$ cat config.mk
export PLATFORM = sky130hd
export DESIGN_NAME = fslr_core
export DESIGN_NICKNAME = d
export VERILOG_FILES = /design/src/rtl/fslr_pkg.sv /design/src/rtl/fslr_core.sv
export SDC_FILE = /design/constraint.sdc
export NUM_CORES = 1
export LEC_CHECK = 0
export BUFFER_PORTS_ARGS = -buffer_cell sky130_fd_sc_hd__buf_2
export CORE_MARGIN = 5
export CORE_UTILIZATION = 51
export DETAILED_ROUTE_END_ITERATION = 12
export PLACE_DENSITY = 0.85
export SYNTH_ARGS = -nofsm -noshare
export SYNTH_HDL_FRONTEND = slang
export SYNTH_SLANG_ARGS = --single-unit
$ cat constraint.sdc
create_clock -name clock -period 3.2 [get_ports clock]
set_input_delay 0.16 -clock clock [delete_from_list [all_inputs] [get_ports clock]]
set_output_delay 0.16 -clock clock [all_outputs]
set_load 0.1 [all_outputs]
$ cat src/rtl/fslr_pkg.sv
// Constants shared by the flash security and lockout recovery block.
// Assumes one system clock; the test port pins arrive asynchronously.
package fslr_pkg;

    // ****************************************************************
    // Test access port
    // ****************************************************************
    localparam int IR_W = 4;
    localparam logic [3:0] IR_CAPTURE_VAL = 4'h1;
    localparam logic [3:0] IR_SAMPLE = 4'h1;
    localparam logic [3:0] IR_IDCODE = 4'h2;
    localparam logic [3:0] IR_LOCKOUT = 4'h8;
    localparam logic [3:0] IR_BYPASS = 4'hF;
    localparam int DR_W = 32;
    localparam int REC_DR_W = 7;

    typedef enum logic [3:0] {
        FSLR_RESET, FSLR_IDLE, FSLR_SEL_DR, FSLR_CAP_DR, FSLR_SH_DR, FSLR_EX1_DR,
        FSLR_PAU_DR, FSLR_EX2_DR, FSLR_UPD_DR, FSLR_SEL_IR, FSLR_CAP_IR, FSLR_SH_IR,
        FSLR_EX1_IR, FSLR_PAU_IR, FSLR_EX2_IR, FSLR_UPD_IR
    } fslr_tap_t;

    // ****************************************************************
    // Security bytes
    // ****************************************************************
    localparam logic [7:0] SEC_ON_CODE = 8'hA5;
    localparam int KEY_EN_BIT = 7;

    // ****************************************************************
    // Divider layout
    // ****************************************************************
    localparam int PRESCALE_BIT = 6;
    localparam int DIV_W = 6;
    localparam logic [2:0] PRESCALE_LAST = 3'h7;
    localparam logic [6:0] DIVIDER_RESET = 7'h00;

    // ****************************************************************
    // Register port
    // ****************************************************************
    localparam int ADDR_W = 4;
    localparam int DATA_W = 16;
    localparam logic [3:0] ADDR_DIVIDER = 4'h0;
    localparam logic [3:0] ADDR_STATUS = 4'h1;
    localparam logic [3:0] ADDR_KEY = 4'h2;
    localparam logic [3:0] ADDR_JTAG_DIV = 4'h3;
    localparam int ST_SECURED = 0;
    localparam int ST_KEY_EN = 1;
    localparam int ST_ERASING = 2;
    localparam int ST_ERASED = 3;
    localparam int ST_BOOTED = 4;

endpackage

$ cat src/rtl/fslr_core.sv
// Flash security interlock with test-port lockout recovery.
// Assumes security bytes and key come from the flash array on this clock.
`timescale 1ns/100ps
module fslr_core #(
    parameter int BSR_W = 8,
    parameter int ERASE_TICKS = 64,
    parameter logic [31:0] ID_CODE = 32'h1000_0001 // Arbitrary value
) (
    input wire logic clock,
    input wire logic nrst,
    input wire logic tck,
    input wire logic tms,
    input wire logic tdi,
    input wire logic trst_n,
    input wire logic [7:0] sec_byte_lo,
    input wire logic [7:0] sec_byte_hi,
    input wire logic [15:0] flash_key,
    input wire logic [BSR_W-1:0] bsr_pins,
    input wire logic [3:0] addr,
    input wire logic [15:0] wdata,
    input wire logic wr,
    input wire logic rd,
    output logic [15:0] rdata,
    output logic tdo,
    output logic tdo_oe_n,
    output logic debug_read_inhibit,
    output logic emulation_enable,
    output logic secure_mode,
    output logic mass_erase,
    output logic erase_tick
);

    // ****************************************************************
    // Pin synchronisers
    // ****************************************************************
    logic [3:0] pin_s1_reg, pin_s2_reg;
    logic tck_d_reg;
    logic tck_rise, tck_fall, tms_s, tdi_s, trst_s_n;

    always_ff @(posedge clock or negedge nrst) begin
        if (!nrst) begin
            // Reset matches the idle pins (test clock high) so no false edge follows
            pin_s1_reg <= 4'h9;
            pin_s2_reg <= 4'h9;
            tck_d_reg <= 1'b1;
        end else begin
            pin_s1_reg <= {trst_n, tdi, tms, tck};
            pin_s2_reg <= pin_s1_reg;
            tck_d_reg <= pin_s2_reg[0];
        end
    end

    always_comb begin
        tck_rise = pin_s2_reg[0] && !tck_d_reg;
        tck_fall = !pin_s2_reg[0] && tck_d_reg;
        tms_s = pin_s2_reg[1];
        tdi_s = pin_s2_reg[2];
        trst_s_n = pin_s2_reg[3];
    end

    // ****************************************************************
    // Test access port
    // ****************************************************************
    fslr_pkg::fslr_tap_t tap_reg, tap_next;
    logic [3:0] ir_reg, ir_next, irsh_reg, irsh_next;
    logic [31:0] dr_reg, dr_next;
    logic [6:0] jdiv_reg, jdiv_next;
    logic loaded_reg, loaded_next, tdo_next, oe_n_next;

    always_comb begin
        tap_next = tap_reg;
        ir_next = ir_reg;
        irsh_next = irsh_reg;
        dr_next = dr_reg;
        jdiv_next = jdiv_reg;
        loaded_next = loaded_reg;
        tdo_next = tdo;
        oe_n_next = tdo_oe_n;
        if (!trst_s_n) begin
            tap_next = fslr_pkg::FSLR_RESET;
            ir_next = fslr_pkg::IR_IDCODE;
            loaded_next = 1'b0;
        end else if (tck_rise) begin
            case (tap_reg)
                fslr_pkg::FSLR_RESET: tap_next = tms_s ? fslr_pkg::FSLR_RESET : fslr_pkg::FSLR_IDLE;
                fslr_pkg::FSLR_IDLE: tap_next = tms_s ? fslr_pkg::FSLR_SEL_DR : fslr_pkg::FSLR_IDLE;
                fslr_pkg::FSLR_SEL_DR: tap_next = tms_s ? fslr_pkg::FSLR_SEL_IR : fslr_pkg::FSLR_CAP_DR;
                fslr_pkg::FSLR_CAP_DR: tap_next = tms_s ? fslr_pkg::FSLR_EX1_DR : fslr_pkg::FSLR_SH_DR;
                fslr_pkg::FSLR_SH_DR: tap_next = tms_s ? fslr_pkg::FSLR_EX1_DR : fslr_pkg::FSLR_SH_DR;
                fslr_pkg::FSLR_EX1_DR: tap_next = tms_s ? fslr_pkg::FSLR_UPD_DR : fslr_pkg::FSLR_PAU_DR;
                fslr_pkg::FSLR_PAU_DR: tap_next = tms_s ? fslr_pkg::FSLR_EX2_DR : fslr_pkg::FSLR_PAU_DR;
                fslr_pkg::FSLR_EX2_DR: tap_next = tms_s ? fslr_pkg::FSLR_UPD_DR : fslr_pkg::FSLR_SH_DR;
                fslr_pkg::FSLR_UPD_DR: tap_next = tms_s ? fslr_pkg::FSLR_SEL_DR : fslr_pkg::FSLR_IDLE;
                fslr_pkg::FSLR_SEL_IR: tap_next = tms_s ? fslr_pkg::FSLR_RESET : fslr_pkg::FSLR_CAP_IR;
                fslr_pkg::FSLR_CAP_IR: tap_next = tms_s ? fslr_pkg::FSLR_EX1_IR : fslr_pkg::FSLR_SH_IR;
                fslr_pkg::FSLR_SH_IR: tap_next = tms_s ? fslr_pkg::FSLR_EX1_IR : fslr_pkg::FSLR_SH_IR;
                fslr_pkg::FSLR_EX1_IR: tap_next = tms_s ? fslr_pkg::FSLR_UPD_IR : fslr_pkg::FSLR_PAU_IR;
                fslr_pkg::FSLR_PAU_IR: tap_next = tms_s ? fslr_pkg::FSLR_EX2_IR : fslr_pkg::FSLR_PAU_IR;
                fslr_pkg::FSLR_EX2_IR: tap_next = tms_s ? fslr_pkg::FSLR_UPD_IR : fslr_pkg::FSLR_SH_IR;
                fslr_pkg::FSLR_UPD_IR: tap_next = tms_s ? fslr_pkg::FSLR_SEL_DR : fslr_pkg::FSLR_IDLE;
                default: tap_next = fslr_pkg::FSLR_RESET;
            endcase
            // Security state never gates these paths, so scan and ID stay available
            case (tap_reg)
                fslr_pkg::FSLR_RESET: ir_next = fslr_pkg::IR_IDCODE;
                fslr_pkg::FSLR_CAP_IR: irsh_next = fslr_pkg::IR_CAPTURE_VAL;
                fslr_pkg::FSLR_SH_IR: irsh_next = {tdi_s, irsh_reg[3:1]};
                fslr_pkg::FSLR_UPD_IR: ir_next = irsh_reg;
                fslr_pkg::FSLR_CAP_DR: begin
                    case (ir_reg)
                        fslr_pkg::IR_IDCODE: dr_next = ID_CODE;
                        fslr_pkg::IR_SAMPLE: dr_next = 32'(bsr_pins);
                        fslr_pkg::IR_LOCKOUT: dr_next = 32'(jdiv_reg);
                        default: dr_next = 32'h0000_0000;
                    endcase
                end
                fslr_pkg::FSLR_SH_DR: begin
                    case (ir_reg)
                        fslr_pkg::IR_IDCODE: dr_next = {tdi_s, dr_reg[31:1]};
                        fslr_pkg::IR_SAMPLE: dr_next[BSR_W-1:0] = {tdi_s, dr_reg[BSR_W-1:1]};
                        fslr_pkg::IR_LOCKOUT: dr_next[6:0] = {tdi_s, dr_reg[6:1]};
                        default: dr_next[0] = tdi_s;
                    endcase
                end
                fslr_pkg::FSLR_UPD_DR: begin
                    if (ir_reg == fslr_pkg::IR_LOCKOUT) begin
                        jdiv_next = dr_reg[6:0];
                        loaded_next = 1'b1;
                    end
                end
                default: begin
                end
            endcase
        end else if (tck_fall) begin
            oe_n_next = !(tap_reg == fslr_pkg::FSLR_SH_DR || tap_reg == fslr_pkg::FSLR_SH_IR);
            tdo_next = (tap_reg == fslr_pkg::FSLR_SH_IR) ? irsh_reg[0] : dr_reg[0];
        end
    end

    always_ff @(posedge clock or negedge nrst) begin
        if (!nrst) begin
            tap_reg <= fslr_pkg::FSLR_RESET;
            ir_reg <= fslr_pkg::IR_IDCODE;
            irsh_reg <= fslr_pkg::IR_CAPTURE_VAL;
            dr_reg <= 32'h0000_0000;
            jdiv_reg <= fslr_pkg::DIVIDER_RESET;
            loaded_reg <= 1'b0;
            tdo <= 1'b0;
            tdo_oe_n <= 1'b1;
        end else begin
            tap_reg <= tap_next;
            ir_reg <= ir_next;
            irsh_reg <= irsh_next;
            dr_reg <= dr_next;
            jdiv_reg <= jdiv_next;
            loaded_reg <= loaded_next;
            tdo <= tdo_next;
            tdo_oe_n <= oe_n_next;
        end
    end

    // ****************************************************************
    // Security, erase timing and register port
    // ****************************************************************
    logic booted_reg, booted_next, secured_reg, secured_next, backdoor_key_enable_reg, backdoor_key_enable_next;
    logic erasing_next, done_reg, done_next, tick_next, half_reg, half_next;
    logic rec_active, fin_en, pre_en;
    logic [6:0] div_reg, div_next, eff_div;
    logic [2:0] pre_reg, pre_next;
    logic [5:0] dcnt_reg, dcnt_next;
    logic [15:0] ecnt_reg, ecnt_next, rdata_next;

    always_comb begin
        booted_next = 1'b1;
        secured_next = secured_reg;
        backdoor_key_enable_next = backdoor_key_enable_reg;
        div_next = div_reg;
        done_next = done_reg;
        rdata_next = 16'h0000;
        // A slow boot capture keeps the port closed: reset state is secured
        if (!booted_reg) begin
            secured_next = (sec_byte_lo == fslr_pkg::SEC_ON_CODE);
            backdoor_key_enable_next = sec_byte_hi[fslr_pkg::KEY_EN_BIT];
        end
        rec_active = booted_reg && loaded_reg && !done_reg
            && ir_reg == fslr_pkg::IR_LOCKOUT && tap_reg == fslr_pkg::FSLR_IDLE;
        eff_div = rec_active ? jdiv_reg : div_reg;
        half_next = !half_reg;
        fin_en = half_reg;
        pre_next = pre_reg;
        pre_en = fin_en;
        if (eff_div[fslr_pkg::PRESCALE_BIT]) begin
            pre_en = fin_en && pre_reg == fslr_pkg::PRESCALE_LAST;
            if (fin_en) begin
                pre_next = pre_reg + 3'h1;
            end
        end
        dcnt_next = dcnt_reg;
        tick_next = 1'b0;
        if (pre_en) begin
            if (dcnt_reg >= eff_div[5:0]) begin
                dcnt_next = 6'h00;
                tick_next = 1'b1;
            end else begin
                dcnt_next = dcnt_reg + 6'h01;
            end
        end
        // Leaving Run-Test/Idle early abandons the erase and restarts the count
        erasing_next = rec_active;
        ecnt_next = rec_active ? ecnt_reg : 16'h0000;
        if (rec_active && tick_next) begin
            if (ecnt_reg == 16'(ERASE_TICKS - 1)) begin
                done_next = 1'b1;
                secured_next = 1'b0;
                erasing_next = 1'b0;
            end else begin
                ecnt_next = ecnt_reg + 16'h0001;
            end
        end
        if (wr) begin
            case (addr)
                fslr_pkg::ADDR_DIVIDER: div_next = wdata[6:0];
                fslr_pkg::ADDR_KEY: begin
                    if (backdoor_key_enable_reg && booted_reg && wdata == flash_key) begin
                        secured_next = 1'b0;
                    end
                end
                default: begin
                end
            endcase
        end
        if (rd) begin
            case (addr)
                fslr_pkg::ADDR_DIVIDER: rdata_next = {9'h000, div_reg};
                fslr_pkg::ADDR_STATUS: rdata_next = {11'h000, booted_reg, done_reg,
                    mass_erase, backdoor_key_enable_reg, secured_reg};
                fslr_pkg::ADDR_JTAG_DIV: rdata_next = {9'h000, jdiv_reg};
                default: rdata_next = 16'h0000;
            endcase
        end
    end

    always_ff @(posedge clock or negedge nrst) begin
        if (!nrst) begin
            booted_reg <= 1'b0;
            secured_reg <= 1'b1;
            backdoor_key_enable_reg <= 1'b0;
            div_reg <= fslr_pkg::DIVIDER_RESET;
            done_reg <= 1'b0;
            half_reg <= 1'b0;
            pre_reg <= 3'h0;
            dcnt_reg <= 6'h00;
            ecnt_reg <= 16'h0000;
            rdata <= 16'h0000;
            mass_erase <= 1'b0;
            erase_tick <= 1'b0;
            debug_read_inhibit <= 1'b1;
            emulation_enable <= 1'b0;
            secure_mode <= 1'b1;
        end else begin
            booted_reg <= booted_next;
            secured_reg <= secured_next;
            backdoor_key_enable_reg <= backdoor_key_enable_next;
            div_reg <= div_next;
            done_reg <= done_next;
            half_reg <= half_next;
            pre_reg <= pre_next;
            dcnt_reg <= dcnt_next;
            ecnt_reg <= ecnt_next;
            rdata <= rdata_next;
            mass_erase <= erasing_next;
            erase_tick <= tick_next;
            debug_read_inhibit <= secured_next;
            emulation_enable <= !secured_next;
            secure_mode <= secured_next;
        end
    end

    // ****************************************************************
    // Checks
    // ****************************************************************
    a_inhibit_follows_sec: assert property (@(posedge clock) disable iff (!nrst)
        $rose(booted_reg) |-> debug_read_inhibit
        == ($past(sec_byte_lo) == fslr_pkg::SEC_ON_CODE))
        else $error("inhibit differs from security bytes");
    a_emul_off_secure: assert property (@(posedge clock) disable iff (!nrst)
        secured_reg |-> !emulation_enable) else $error("emulation on while secured");
    a_boot_mode_pick: assert property (@(posedge clock) disable iff (!nrst)
        !booted_reg ##1 booted_reg |-> secure_mode
        == ($past(sec_byte_lo) == fslr_pkg::SEC_ON_CODE))
        else $error("boot mode not taken from bytes");
    a_id_capture: assert property (@(posedge clock) disable iff (!nrst)
        tck_rise && trst_s_n && tap_reg == fslr_pkg::FSLR_CAP_DR
        && ir_reg == fslr_pkg::IR_IDCODE |=> dr_reg == ID_CODE)
        else $error("ID not captured");
    a_jdiv_update: assert property (@(posedge clock) disable iff (!nrst)
        tck_rise && trst_s_n && tap_reg == fslr_pkg::FSLR_UPD_DR
        && ir_reg == fslr_pkg::IR_LOCKOUT |=> jdiv_reg == $past(dr_reg[6:0]) && loaded_reg)
        else $error("recovery divider not loaded");
    a_erase_only_idle: assert property (@(posedge clock) disable iff (!nrst)
        mass_erase |-> $past(tap_reg) == fslr_pkg::FSLR_IDLE
        && $past(ir_reg) == fslr_pkg::IR_LOCKOUT) else $error("erase outside idle");
    a_erase_clears_sec: assert property (@(posedge clock) disable iff (!nrst)
        $rose(done_reg) |-> !secured_reg && !debug_read_inhibit ##1 emulation_enable)
        else $error("erase did not clear security");
    a_tick_no_pre: assert property (@(posedge clock) disable iff (!nrst)
        erase_tick ##1 (eff_div == 7'h00) |-> ##1 erase_tick)
        else $error("tick spacing wrong");
    a_prescale_gap: assert property (@(posedge clock) disable iff (!nrst)
        tick_next && eff_div[6] |-> pre_reg == 3'h7 && half_reg)
        else $error("tick without prescale wrap");
    a_key_gated: assert property (@(posedge clock) disable iff (!nrst)
        wr && addr == 4'h2 && !backdoor_key_enable_reg && secured_reg && !rec_active |=> secured_reg)
        else $error("key unsecured with key disabled");

endmodule

After elaboration in Yosys (flattened, before gate mapping)
Index checks and enable logic that the tools add are counted.
{"block": "word_totals", "romBits": 0, "out_inout_bits": 23, "ram_bits": 0, "ff_bits": 119, "latch_bits": 0, "mem_count": 0, "in_bits": 68, "elab_cells": 150}
{"block": "classes", "reduce_logical": 38, "add_sub_neg": 3, "n_lt_le_gt_ge": 1, "n_bitwise": 1, "n_div": 0, "multipliers": 0, "shifts": 0, "eq_ne": 32, "muxes": 48}
{"cell": "case mux 29 bit (3 select lines)", "count": 1}
{"cell": "case mux 32 bit (2 select lines)", "count": 1}
{"cell": "two-way mux 16 bit", "count": 3}
{"cell": "case mux 4 bit (12 select lines)", "count": 1}
{"cell": "== test 4 bit, second input constant", "count": 9}
{"cell": "two-way mux 4 bit", "count": 8}
{"cell": "two-way mux 24 bit", "count": 1}
{"cell": "case mux 7 bit (3 select lines)", "count": 1}
{"cell": "== test 4 x 2 -> 1 bit, second input constant", "count": 5}
{"cell": "two-way mux 1 bit", "count": 20}
{"cell": "adder 16 x 1 -> 16 bit, second input constant", "count": 1}
{"cell": "== test 16 bit", "count": 1}
{"cell": "== test 16 x 6 -> 1 bit, second input constant", "count": 1}
{"cell": "== test 4 x 3 -> 1 bit, second input constant", "count": 4}
{"cell": "case mux 4 bit (2 select lines)", "count": 2}
{"cell": "AND reduction 4 bit", "count": 4}
{"cell": "two-way mux 7 bit", "count": 2}
{"cell": "== test 4 x 1 -> 1 bit, second input constant", "count": 3}
{"cell": "case mux 6 bit (2 select lines)", "count": 1}
{"cell": "AND reduction 3 bit", "count": 4}
{"cell": "logical AND 1 bit", "count": 10}
{"cell": "== test 8 bit, second input constant", "count": 1}
{"cell": "zero test 4 bit", "count": 2}
{"cell": "inequality test 2 x 1 -> 1 bit, second input constant", "count": 4}
{"cell": "17 further kinds", "count": 33}

Depth between registers and ports, before layout
Gate-level depths: netlist (run 1).
{"block": "depth", "word_depth": 14, "depth_mapped": 16, "ltp_nobuf": 12}

Worst setup path before layout (run 1)
Ideal clock, no wire load.
{"block": "synth_timing", "path_type": "register to register", "startpoint": "register ir_reg[0]", "endpoint": "register dcnt_reg[4]", "setup_time_ns": 0.124, "t_required_ns": 3.076, "slack_ns": -0.053, "stages_incl_launch_ff": 14, "arrival_ns": 3.129, "n_path_buf": 5, "synth_period_minus_slack_ns": 3.253, "cell_sequence": "dfrtp_1 > buf_2 > nor4b_2 > buf_2 > nand3_1 > clkbuf_1 > mux2i_1 > ha_1 > nand4_1 > o21ai_0 > clkbuf_1 > clkbuf_1 > nor2_1 > a211o_1"}
{"block": "synth_via", "elab_chain_cells": 6, "word_cells_on_any_way": 7, "cone_classes": "order compare (1); eq/ne (1); mux (3); reduce/logical (2)"}
{"item": "start: declaration", "line": "fslr_core.sv:65", "rtl": "logic [3:0] ir_reg, ir_next, irsh_reg, irsh_next;"}
{"item": "start signal: assignment", "line": "fslr_core.sv:143", "rtl": "ir_reg <= fslr_pkg::IR_IDCODE;"}
{"item": "start signal: assignment", "line": "fslr_core.sv:152", "rtl": "ir_reg <= ir_next;"}
{"item": "== test 4 bit *", "line": "fslr_core.sv:186", "rtl": "&& ir_reg == fslr_pkg::IR_LOCKOUT && tap_reg == fslr_pkg::FSLR_IDLE;"}
{"item": "logical AND 1 bit * (2 in a row)", "line": "fslr_core.sv:186"}
{"item": "two-way mux 7 bit *", "line": "fslr_core.sv:187", "rtl": "eff_div = rec_active ? jdiv_reg : div_reg;"}
{"item": "greater-or-equal comparator 6 bit", "line": "fslr_core.sv:201", "rtl": "if (dcnt_reg >= eff_div[5:0]) begin"}
{"item": "two-way mux 6 bit", "line": "fslr_core.sv:201"}
{"item": "end signal: assignment", "line": "fslr_core.sv:268", "rtl": "dcnt_reg <= dcnt_next;"}
{"item": "end: declaration", "line": "fslr_core.sv:170", "rtl": "logic [5:0] dcnt_reg, dcnt_next;"}
Mark *: on every way between the ends. The rest lies on a longest branch, timed or not.
A chain may end at the register's enable or synchronous reset.

Worst setup path after layout (run 1)
{"block": "layout_timing", "startpoint": "register ir_reg[3]", "endpoint": "register ecnt_reg[13]"}
{"block": "layout_via", "elab_chain_cells": 9, "word_cells_on_any_way": 12, "cone_classes": "order compare (1); eq/ne (1); mux (7); reduce/logical (3)"}
{"item": "== test 4 bit *", "line": "fslr_core.sv:186"}
{"item": "logical AND 1 bit * (2 in a row)", "line": "fslr_core.sv:186"}
{"item": "two-way mux 7 bit", "line": "fslr_core.sv:187"}
{"item": "greater-or-equal comparator 6 bit", "line": "fslr_core.sv:201"}
{"item": "two-way mux 1 bit", "line": "fslr_core.sv:201"}
{"item": "two-way mux 1 bit", "line": "fslr_core.sv:200", "rtl": "if (pre_en) begin"}
{"item": "logical AND 1 bit", "line": "fslr_core.sv:211", "rtl": "if (rec_active && tick_next) begin"}
{"item": "two-way mux 16 bit *", "line": "fslr_core.sv:211"}
{"item": "net ecnt_next[13]", "line": "fslr_core.sv:171", "rtl": "logic [15:0] ecnt_reg, ecnt_next, rdata_next;"}
{"item": "end signal: assignment", "line": "fslr_core.sv:269", "rtl": "ecnt_reg <= ecnt_next;"}
{"item": "end: declaration", "line": "fslr_core.sv:171"}
The timed path passes the listed nets; every way through them passes the cells marked *.

==> impl_metrics.py, run 1 <==
metrics = {
    "global_routing": {
        "grt_overflow": 0,
        "grt_pass1_wl_microns": 20240,
        "grt_pass1_vias": 4376,
        "antenna_found_initial": 0,
        "grt_start_max_net_pins": 57,
        "grt_usage": 0.1872,
    },
    "layout": {
        "fin_util": 0.5862,
        "num-fill-cells": 921,
        "largest_reg_flops": 32,
        "drive_above_1_share": 0.2127,
        "syn_to_final_growth_pct": 12.52,
        "fin_nets": 736,
        "fin_area_sq_um": 6355,
        "diodes": 0,
    },
    "detailed_routing": {
        "drt_iter0_markers": 391,
        "vias": 4474,
        "wl_per_cell_microns": 14.96,
        "vias_per_cell": 5.572,
        "ant_nets": 0,
        "firstDrtPassIters": 4,
        "wl_microns": 12020,
        "drc": 0,
    },
    "clock_tree": {
        "clock-sinks": 110,
        "clk_pin_slew_ns": 0.10,
        "post_cts_resized": 0,
        "clockRootBuffer": "clkbuf_8",
        "cts_inserted_buffers": 9,
        "insertion_delay_ns": 0.39,
        "cts_tree": "yes",
        "clock_path_buffers": 2,
        "cts.htree.levels": 3,
    },
    "setup_path": {
        "crit_fanout": 8,
        "worstSetupEndpointType": "flip-flop",
        "crit_required_ns": 3.50,
        "cp.arrival_ns": 3.32,
        "crit_buf_inv": 0,
        "crit_path_cell_trace": "nor4b_2 -> nand3_1 -> mux2i_1 -> ha_1 -> nand4_1 -> o21ai_1 -> nand4_1 -> or3_1 -> a21oi_1",
        "slowest_stage": "dfrtp_1",
        "rrSetupSlack_ns": 0.18,
        "start_kind": "flip-flop",
        "critPathMaxStageDelay_ns": 0.51,
        "crit_type": "reg -> reg",
        "critical-path-top-delay-family": "simple AND/OR/NAND/NOR gates",
        "crit_top_cell": "nand4_1",
    },
    "timing": {
        "clock_skew_ns": 0.02438,
        "fin_crit_ns": 3.016,
        "rsz0062_at_grt": "no",
        "fmax_ghz": 0.3316,
        "min_period_over_period": 0.9424,
        "setup_viol": 0,
        "hold_violations": 0,
        "setup_tns_ns": 0,
        "setup_ws_ns": 0.1844,
        "worst_pin_slew_ns": 0.8103,
        "drv_slew": 0,
        "slew_headroom": 0.4598,
    },
    "yosys": {
        "synth_ff_type": "dfrtp_1",
        "yosysWarningCount": 0,
        "synthArstFlopShare": 1.000,
        "yosys_register_bits": 110,
        "synth_cell_types": 61,
        "syn-instance-count": 589,
        "synth_area_sq_um": 5648,
        "ys_seq_area_frac": 0.4894,
        "avgSynthCellArea_sq_um": 9.589,
        "synth_enable_flop_cells": 0,
    },
    "placement": {
        "globalplace.congestion": 0.8521,
        "placed_cell_area_sq_um": 6125,
        "place_worst_setup_slack_ns": 0.2386,
        "hpwlAfterDp_microns": 8738,
        "portBuffers": 74,
    },
    "die": {
        "die_h_microns": 115.2,
        "pin_count": 91,
        "initial_core_util": 0.5210,
        "die_area_sq_um": 13280,
        "core_sq_um": 10840,
        "rows": 38,
        "dieWidth_microns": 115.2,
    },
    "min_path": {
        "hp-class": "in -> reg",
    },
    "flow_run": {
        "maxCapViolations": 0,
    },
    "power_and_ir_drop": {
        "power_density_nw_per_um2": 489.0,
        "ir_drop_v": 0.0002956,
        "p_leak_nw": 3.078,
    },
    "outcome": {
        "status": "finished, final reports clean",
    },
}
per-stage QoR:
stage | power (W) | cells | hold slack, ns
final | 0.003107 | 803 | 0.02694
after global placement | 0.002287 | 782 | 0.2392
after CTS | 0.003130 | 803 | 0.01646
after global routing | 0.003291 | 803 | 0.02163
after detailed placement | 0.002333 | 782 | 0.2495
after floorplan | 0.002109 | 597 | -0.1356
metal layers:
layer	GRT usage	part of all wire	up-vias	routed length [microns]
met5	0	0	-	0
met4	0.04382	0.010	0	125
met3	0.05105	0.075	14	901
met2	0.3225	0.50	154	5976
met1	0.2357	0.42	2141	5013
li1	-	-	2165	-
power by group:
part / internal, W / total, W / switching (W)
logic: 0.000302 / 0.000748 / 0.000446
registers: 0.00148 / 0.00157 / 0.0000863
clock network: 0.000297 / 0.000789 / 0.000492
total: 0.00208 / 0.00311 / 0.00102
area by class of cell:
class                   instances  area [sq um]  share of cell area
repair buffers                 91         525.5             0.08269
clock buffers                  10         127.6             0.02008
flip-flops and latches        110          2764              0.4349
clock inverters                 6         52.55            0.008269
well taps                     140         175.2             0.02756
inverters                      11         41.29            0.006497
multi-input cells             435          2669              0.4200
layout by cell type (no fill, tap or decap), drive strengths merged, types with 4 or more instances in the layout:
cell type    instances
a31oi                4
nand2b               9
buf                 86
nor3                 8
nor2                60
conb                10
ha                  10
or2                  4
and2                 9
o21ai               22
a221oi               5
dfstp                9
clkbuf              10
nand4               11
mux2                22
mux2i               14
xor2                14
nand3b               4
nand2               84
nand3               42
inv                 15
nor4                 5
or3                  4
xnor2               16
dfrtp              101
dlygate4sd3          5
and3                 4
a21oi               26
kinds of logic after synthesis:
kind of cell | Yosys count | synth area share
AO/OA/AOI/OAI | 84 | 0.09393
other | 2 | 0.001330
XOR/XNOR | 30 | 0.04652
multiplexers | 36 | 0.06867
buffers and inverters | 52 | 0.04342
adder cells (fa/ha/maj) | 10 | 0.02215
flip-flops | 110 | 0.4894
AND/OR/NAND/NOR | 265 | 0.2346
cell usage after synthesis (11+ instances only):
cell / count / area (sq um)
o21ai_0: 21 / 105.1
nand2_1: 84 / 315.3
dfrtp_1: 101 / 2527
a21oi_1: 26 / 130.1
nor2_1: 59 / 221.5
mux2i_1: 14 / 140.1
xnor2_1: 16 / 140.1
clkbuf_1: 16 / 60.06
nand3_1: 42 / 210.2
mux2_2: 22 / 247.7
xor2_1: 14 / 122.6
nand4_1: 11 / 68.82
worst paths after layout:
path | start | end | cells past startpoint
hold / removal | sec_byte_hi[7] | backdoor_key_enable_reg | 2
setup reg to reg | ir_reg[3] | ecnt_reg[13] | 9
max in group asynchronous | nrst | secured_reg | 3
setup / recovery | ir_reg[3] | ecnt_reg[13] | 9
hold reg to reg | pin_s1_reg[1] | pin_s2_reg[1] | 0
min in group asynchronous | nrst | ecnt_reg[13] | 2
timing repair:
item,in CTS,in global routing
setup buffers,0,0
endpoints found under the hold margin,50,0
hold buffers,5,0
Note: power is estimated with default switching activity, not from simulation.
==> run 2, diff against run 1 <==
REMOVE_ABC_BUFFERS = 1   (was unset)
==> run 2 against run 1 <==
  * Sequential cell count is the same
  * Wire length rose by 3.9%
  * Setup slack better by 0.054 ns
  * Utilization up 0.52 points
  * Critical endpoint is now secured_reg
  * Largest cell class unchanged
==> impl_metrics.py, run 2 (synthesis results as in run 1) <==
metrics = {
    "detailed_routing": {
        "wl_microns": 12480,
        "vias_per_cell": 5.665,
        "vias": 4566,
        "drc": 0,
        "wl_per_cell_microns": 15.49,
        "firstDrtPassIters": 5,
        "ant_nets": 0,
        "drt_iter0_markers": 454,
    },
    "global_routing": {
        "antenna_found_initial": 0,
        "grt_use_met3": 0.04895,
        "grt_overflow": 0,
        "grt_start_max_net_pins": 56,
        "busiest_layer": "met2",
        "grtUsageMet1": 0.2487,
        "grt_pass1_vias": 4430,
        "grt_usage": 0.1960,
        "grt_pass1_wl_microns": 21080,
        "met2_usage": 0.3356,
    },
    "layout": {
        "diodes": 0,
        "fin_area_sq_um": 6411,
        "layout_commonest_cell": "dfrtp_1",
        "fin_nets": 739,
        "largest_reg_flops": 32,
        "syn_to_final_growth_pct": 13.51,
        "final_cell_mix": "dfrtp_1, nand2_1, buf_2, nor2_1, nand3_1",
        "drive_above_1_share": 0.2177,
    },
    "clock_tree": {
        "cts.htree.levels": 3,
        "clock-sinks": 110,
        "clockRootBuffer": "clkbuf_8",
        "insertion_delay_ns": 0.39,
        "cts_tree": "yes",
        "clk_pin_slew_ns": 0.11,
        "clock_path_buffers": 2,
        "cts_inserted_buffers": 9,
    },
    "setup_path": {
        "crit_required_ns": 3.53,
        "critical-path-top-delay-family": "simple AND/OR/NAND/NOR gates",
        "cp.arrival_ns": 3.29,
        "start_kind": "flip-flop",
        "crit_fanout": 11,
        "crit_path_cell_trace": "nor4b_4 -> buf_4 -> and3_1 -> nand2_1 -> nand2_1 -> ha_1 -> nand2b_1 -> a21oi_1 -> o21ai_1 -> buf_4 -> nand2_1 -> inv_1 -> nand3_1 -> and2_1",
        "crit_buf_inv": 3,
        "crit_type": "reg -> reg",
        "critPathMaxStageDelay_ns": 0.51,
        "worstSetupEndpointType": "flip-flop",
        "slowest_stage": "dfrtp_1",
        "crit_top_cell": "nand2_1",
    },
    "min_path": {
        "hp-class": "in -> reg",
    },
    "placement": {
        "hpwlAfterDp_microns": 8843,
        "place_worst_setup_slack_ns": 0.2039,
        "portBuffers": 74,
        "placed_cell_area_sq_um": 6127,
        "globalplace.congestion": 0.8588,
    },
    "timing": {
        "holdWs_ns": 0.03591,
        "rsz0062_at_grt": "no",
        "setup_viol": 0,
        "setup_tns_ns": 0,
        "clock_skew_ns": 0.01143,
        "drv_slew": 0,
        "setup_ws_ns": 0.2384,
        "hold_violations": 0,
        "min_period_over_period": 0.9255,
        "fin_crit_ns": 2.962,
        "fmax_ghz": 0.3377,
        "slew_headroom": 0.4444,
        "worst_pin_slew_ns": 0.8313,
    },
    "die": {
        "core_sq_um": 10840,
        "dieWidth_microns": 115.2,
        "die_h_microns": 115.2,
        "pin_count": 91,
        "initial_core_util": 0.5210,
        "rows": 38,
        "die_area_sq_um": 13280,
    },
    "flow_run": {
        "maxCapViolations": 0,
    },
    "power_and_ir_drop": {
        "power_density_nw_per_um2": 499.8,
        "ir_drop_v": 0.0002852,
        "p_leak_nw": 3.106,
        "p_total_w": 0.003205,
    },
    "outcome": {
        "status": "finished, final reports clean",
    },
}
run 2: cell count changes in the layout (fill, tap and decap cells not counted), sizes merged:
cell         delta
clkinv          +4
buf             +2
clkinvlp        -2
clkbuf          -1
dlygate4sd3     +1
inv             -1
run 2: worst register-to-register path: cells and delay by family (launching register included):
kind,cells,cell delay [ns]
flip-flops,1,0.51
adder cells (fa/ha/maj),1,0.11
AND/OR/NAND/NOR,8,1.28
buffers and inverters,3,0.62
AO/OA/AOI/OAI,2,0.40
run 2: metrics by stage:
| step | util | std cells |
|---|---|---|
| 2_1_floorplan | - | 556 |
| 3_3_place_gp | 0.5652 | 784 |
| 3_5_place_dp | 0.5652 | 784 |
| 4_1_cts | 0.5892 | 805 |
| 5_1_grt | 0.5914 | 806 |
| 6_report | 0.5914 | 806 |
run 2: routing by layer:
metal  vias to the layer above  part of all wire
met1                      2204              0.41
met4                         0             0.019
met3                        23             0.071
met5                         -                 0
met2                       166              0.50
li1                       2173                 -
run 2: power by group:
| group | switching (W) | leakage (nW) | internal [W] |
|---|---|---|---|
| Sequential | 0.0000866 | 1.44 | 0.00148 |
| Clock | 0.000532 | 0.105 | 0.000315 |
| Combinational | 0.000469 | 1.56 | 0.000318 |
run 2: final cells by class:
type	count	area (sq um)
Fill cell	906	4429
Sequential cell	110	2764
Clock buffer	9	123.9
Clock inverter	7	86.33
Inverter	11	41.29
Tap cell	140	175.2
Multi-Input combinational cell	435	2683
Timing Repair Buffer	94	538.0
run 2: timing repair:
item | CTS | global route
hold endpoints to repair | 56 | 1
setup endpoints to repair | 0 | 15
setup buffers | 0 | 0
resized for setup | 0 | 2
hold buffers | 5 | 1
run 2: worst paths after layout:
check,from,endpoint,slack [ns],cells after the start
worst max-delay path,ir_reg[3],secured_reg,0.24,14
worst min register to register,pin_s1_reg[2],pin_s2_reg[2],0.36,0
worst max register to register,ir_reg[3],secured_reg,0.24,14
min in group asynchronous,nrst,ecnt_reg[11],0.34,2
max in group asynchronous,nrst,tdo_oe_n,1.92,3
worst min-delay path,wdata[6],div_reg[6],0.04,2
==> run 3, diff against run 2 <==
ABC_AREA = 1   (was unset)
BUFFER_PORTS_ARGS = -buffer_cell sky130_fd_sc_hd__clkbuf_2   (was -buffer_cell sky130_fd_sc_hd__buf_2)
CORE_UTILIZATION = 52   (was 51)
PLACE_DENSITY = 0.86   (was 0.85)
==> run 3 against run 2 <==
  * Synthesized area rose by 5.0%
  * Sequential share of layout area fell by 2.1 points
  * Utilization is 0.70 points higher
  * Largest cell class unchanged
==> impl_metrics.py, run 3 <==
metrics = {
    "layout": {
        "largest_reg_flops": 32,
        "syn_to_final_growth_pct": 13.78,
        "layout_commonest_cell": "nand2_1",
        "num-fill-cells": 946,
        "fin_nets": 898,
        "diodes": 0,
        "drive_above_1_share": 0.1709,
        "final_cell_mix": "nand2_1, dfrtp_1, inv_1, o21ai_0, clkbuf_2",
        "fin_area_sq_um": 6745,
    },
    "timing": {
        "slew_headroom": 0.4012,
        "rsz0062_at_grt": "no",
        "setup_viol": 0,
        "clock_skew_ns": 0.006439,
        "min_period_over_period": 0.8640,
        "fin_crit_ns": 2.765,
        "fmax_ghz": 0.3617,
        "drv_slew": 0,
        "hold_violations": 0,
        "setup_tns_ns": 0,
        "worst_pin_slew_ns": 0.8982,
    },
    "yosys": {
        "synthTopCellsByCount": "nand2_1, dfrtp_1, inv_1, o21ai_0, nand3_1",
        "synthMuxAreaShare": 0.009498,
        "synthAdderAreaFrac": 0.02111,
        "yosysMostFrequentCell": "nand2_1",
        "avgSynthCellArea_sq_um": 7.989,
        "ys_top_cells_by_area": "dfrtp_1, nand2_1, o21ai_0, inv_1, nand3_1",
        "yosys_register_bits": 110,
        "synth_cell_types": 43,
        "synth_enable_flop_cells": 0,
        "yosys.area_share.simple": 0.2547,
        "synth_top_area_frac": 0.4263,
        "yosysWarningCount": 0,
        "synth-compound-area-share": 0.1180,
        "synthXorXnorAreaFrac": 0.03103,
        "synth_ff_type": "dfrtp_1",
        "ys_seq_area_frac": 0.4662,
        "synthArstFlopShare": 1.000,
        "synth_top_family_by_area": "simple AND/OR/NAND/NOR gates",
        "yosys.area.top_type": "dfrtp_1",
        "syn-instance-count": 742,
        "synth_area_sq_um": 5928,
    },
    "global_routing": {
        "antenna_found_initial": 0,
        "grt_start_max_net_pins": 73,
        "grt_usage": 0.1926,
        "busiest_layer": "met2",
        "grt_pass1_vias": 4917,
        "grtUsageMet1": 0.2516,
        "grt_use_met3": 0.05039,
        "met2_usage": 0.3223,
        "grt_pass1_wl_microns": 21440,
        "grt_overflow": 0,
    },
    "detailed_routing": {
        "drc": 0,
        "wl_per_cell_microns": 13.30,
        "wl_microns": 12870,
        "firstDrtPassIters": 6,
        "drt_iter0_markers": 437,
        "vias_per_cell": 5.252,
        "vias": 5084,
        "ant_nets": 0,
    },
    "die": {
        "initial_core_util": 0.5259,
        "die_area_sq_um": 13640,
        "dieWidth_microns": 116.8,
        "core_sq_um": 11270,
        "die_h_microns": 116.8,
        "rows": 39,
        "pin_count": 91,
    },
    "clock_tree": {
        "cts_inserted_buffers": 9,
        "insertion_delay_ns": 0.35,
        "clockRootBuffer": "clkbuf_16",
        "clk_pin_slew_ns": 0.07,
        "cts.htree.levels": 3,
        "clock_path_buffers": 2,
        "post_cts_resized": 0,
        "cts_tree": "yes",
        "clock-sinks": 110,
    },
    "setup_path": {
        "worstSetupEndpointType": "flip-flop",
        "crit_required_ns": 3.45,
        "crit_type": "reg -> reg",
        "cp.arrival_ns": 3.02,
        "start_kind": "flip-flop",
        "crit_fanout": 15,
    },
    "placement": {
        "globalplace.congestion": 0.9322,
        "portBuffers": 74,
        "hpwlAfterDp_microns": 9460,
        "placed_cell_area_sq_um": 6389,
    },
    "outcome": {
        "status": "finished, final reports clean",
    },
    "power_and_ir_drop": {
        "power_density_nw_per_um2": 490.5,
        "p_leak_nw": 3.454,
        "ir_drop_v": 0.0006286,
    },
    "min_path": {
        "hp-class": "in -> reg",
    },
    "flow_run": {
        "maxCapViolations": 0,
    },
}
[run 3: worst paths after layout]
path / from / end / slack (ns) / depth (start not counted)
setup / recovery: tap_reg[0] / ecnt_reg[14] / 0.44 / 14
hold / removal: sec_byte_hi[7] / backdoor_key_enable_reg / 0.02 / 3
setup reg to reg: tap_reg[0] / ecnt_reg[14] / 0.44 / 14
hold reg to reg: pin_s1_reg[3] / pin_s2_reg[3] / 0.36 / 0
max in group asynchronous: nrst / ir_reg[1] / 1.81 / 3
min in group asynchronous: nrst / ecnt_reg[9] / 0.49 / 2
[run 3: layout make-up]
class	count	area [sq um]	share of cell area
clock buffer	10	229.0	0.03395
clock inverter	6	77.57	0.01150
inverter	103	392.9	0.05825
multi-input combinational	508	2613	0.3873
sequential	110	2764	0.4098
tap	143	178.9	0.02653
timing repair buffer	88	490.5	0.07271
[run 3: logic make-up (layout without fill, tap and decap cells)]
family                     after synthesis  in the layout
DFF                                    110            110
xor gates and xnor gates                21             21
and+or+nand+nor                        334            334
muxes                                    5              5
adders and majority gates               10             10
other                                    2             10
buffers and inverters                  132            207
AOI/OAI and AO/OA                      128            128
[run 3: report_power, final]
part | internal (W) | switching [W] | leakage, nW
Sequential | 0.00148 | 0.0000741 | 1.42
Combinational | 0.000213 | 0.000390 | 1.88
Clock | 0.000624 | 0.000529 | 0.152
Total | 0.00232 | 0.000993 | 3.45
[run 3: stage by stage]
| step | total power, W | worst slack [ns] | cells | utilization | hold slack (ns) |
|---|---|---|---|---|---|
| after floorplan | 0.001986 | 0.4899 | 721 | - | -0.1356 |
| after global placement | 0.002150 | 0.5366 | 947 | 0.5668 | 0.2468 |
| after detailed placement | 0.002175 | 0.4803 | 947 | 0.5668 | 0.2493 |
| after CTS | 0.003335 | 0.4216 | 968 | 0.5984 | 0.01783 |
| after global routing | 0.003470 | 0.1296 | 968 | 0.5984 | 0.03977 |
| final | 0.003309 | 0.4352 | 968 | 0.5984 | 0.01661 |
[run 3: what timing repair did]
action / CTS / global route
endpoints found under the hold margin: 68 / 0
hold buffers: 5 / 0
buffers inserted: 0 / 0
[run 3: worst max-delay path: stages (launching register included)]
cell and delay (ns):
dfrtp_1 0.52, nand2_2 0.14, nor2_4 0.17, nand3_2 0.15
clkinv_2 0.14, nand2_1 0.05, o21ai_0 0.09, ha_1 0.28
nand2_1 0.07, inv_1 0.04, o21ai_0 0.16, nand4_1 0.22
nand3_4 0.26, nand2_1 0.13, o21ai_0 0.23
[run 3: per-layer routing]
metal / part of all wire / vias to the layer above
met5: 0 / -
met1: 0.43 / 2404
met4: 0.013 / 0
met3: 0.053 / 17
li1: - / 2544
met2: 0.50 / 119
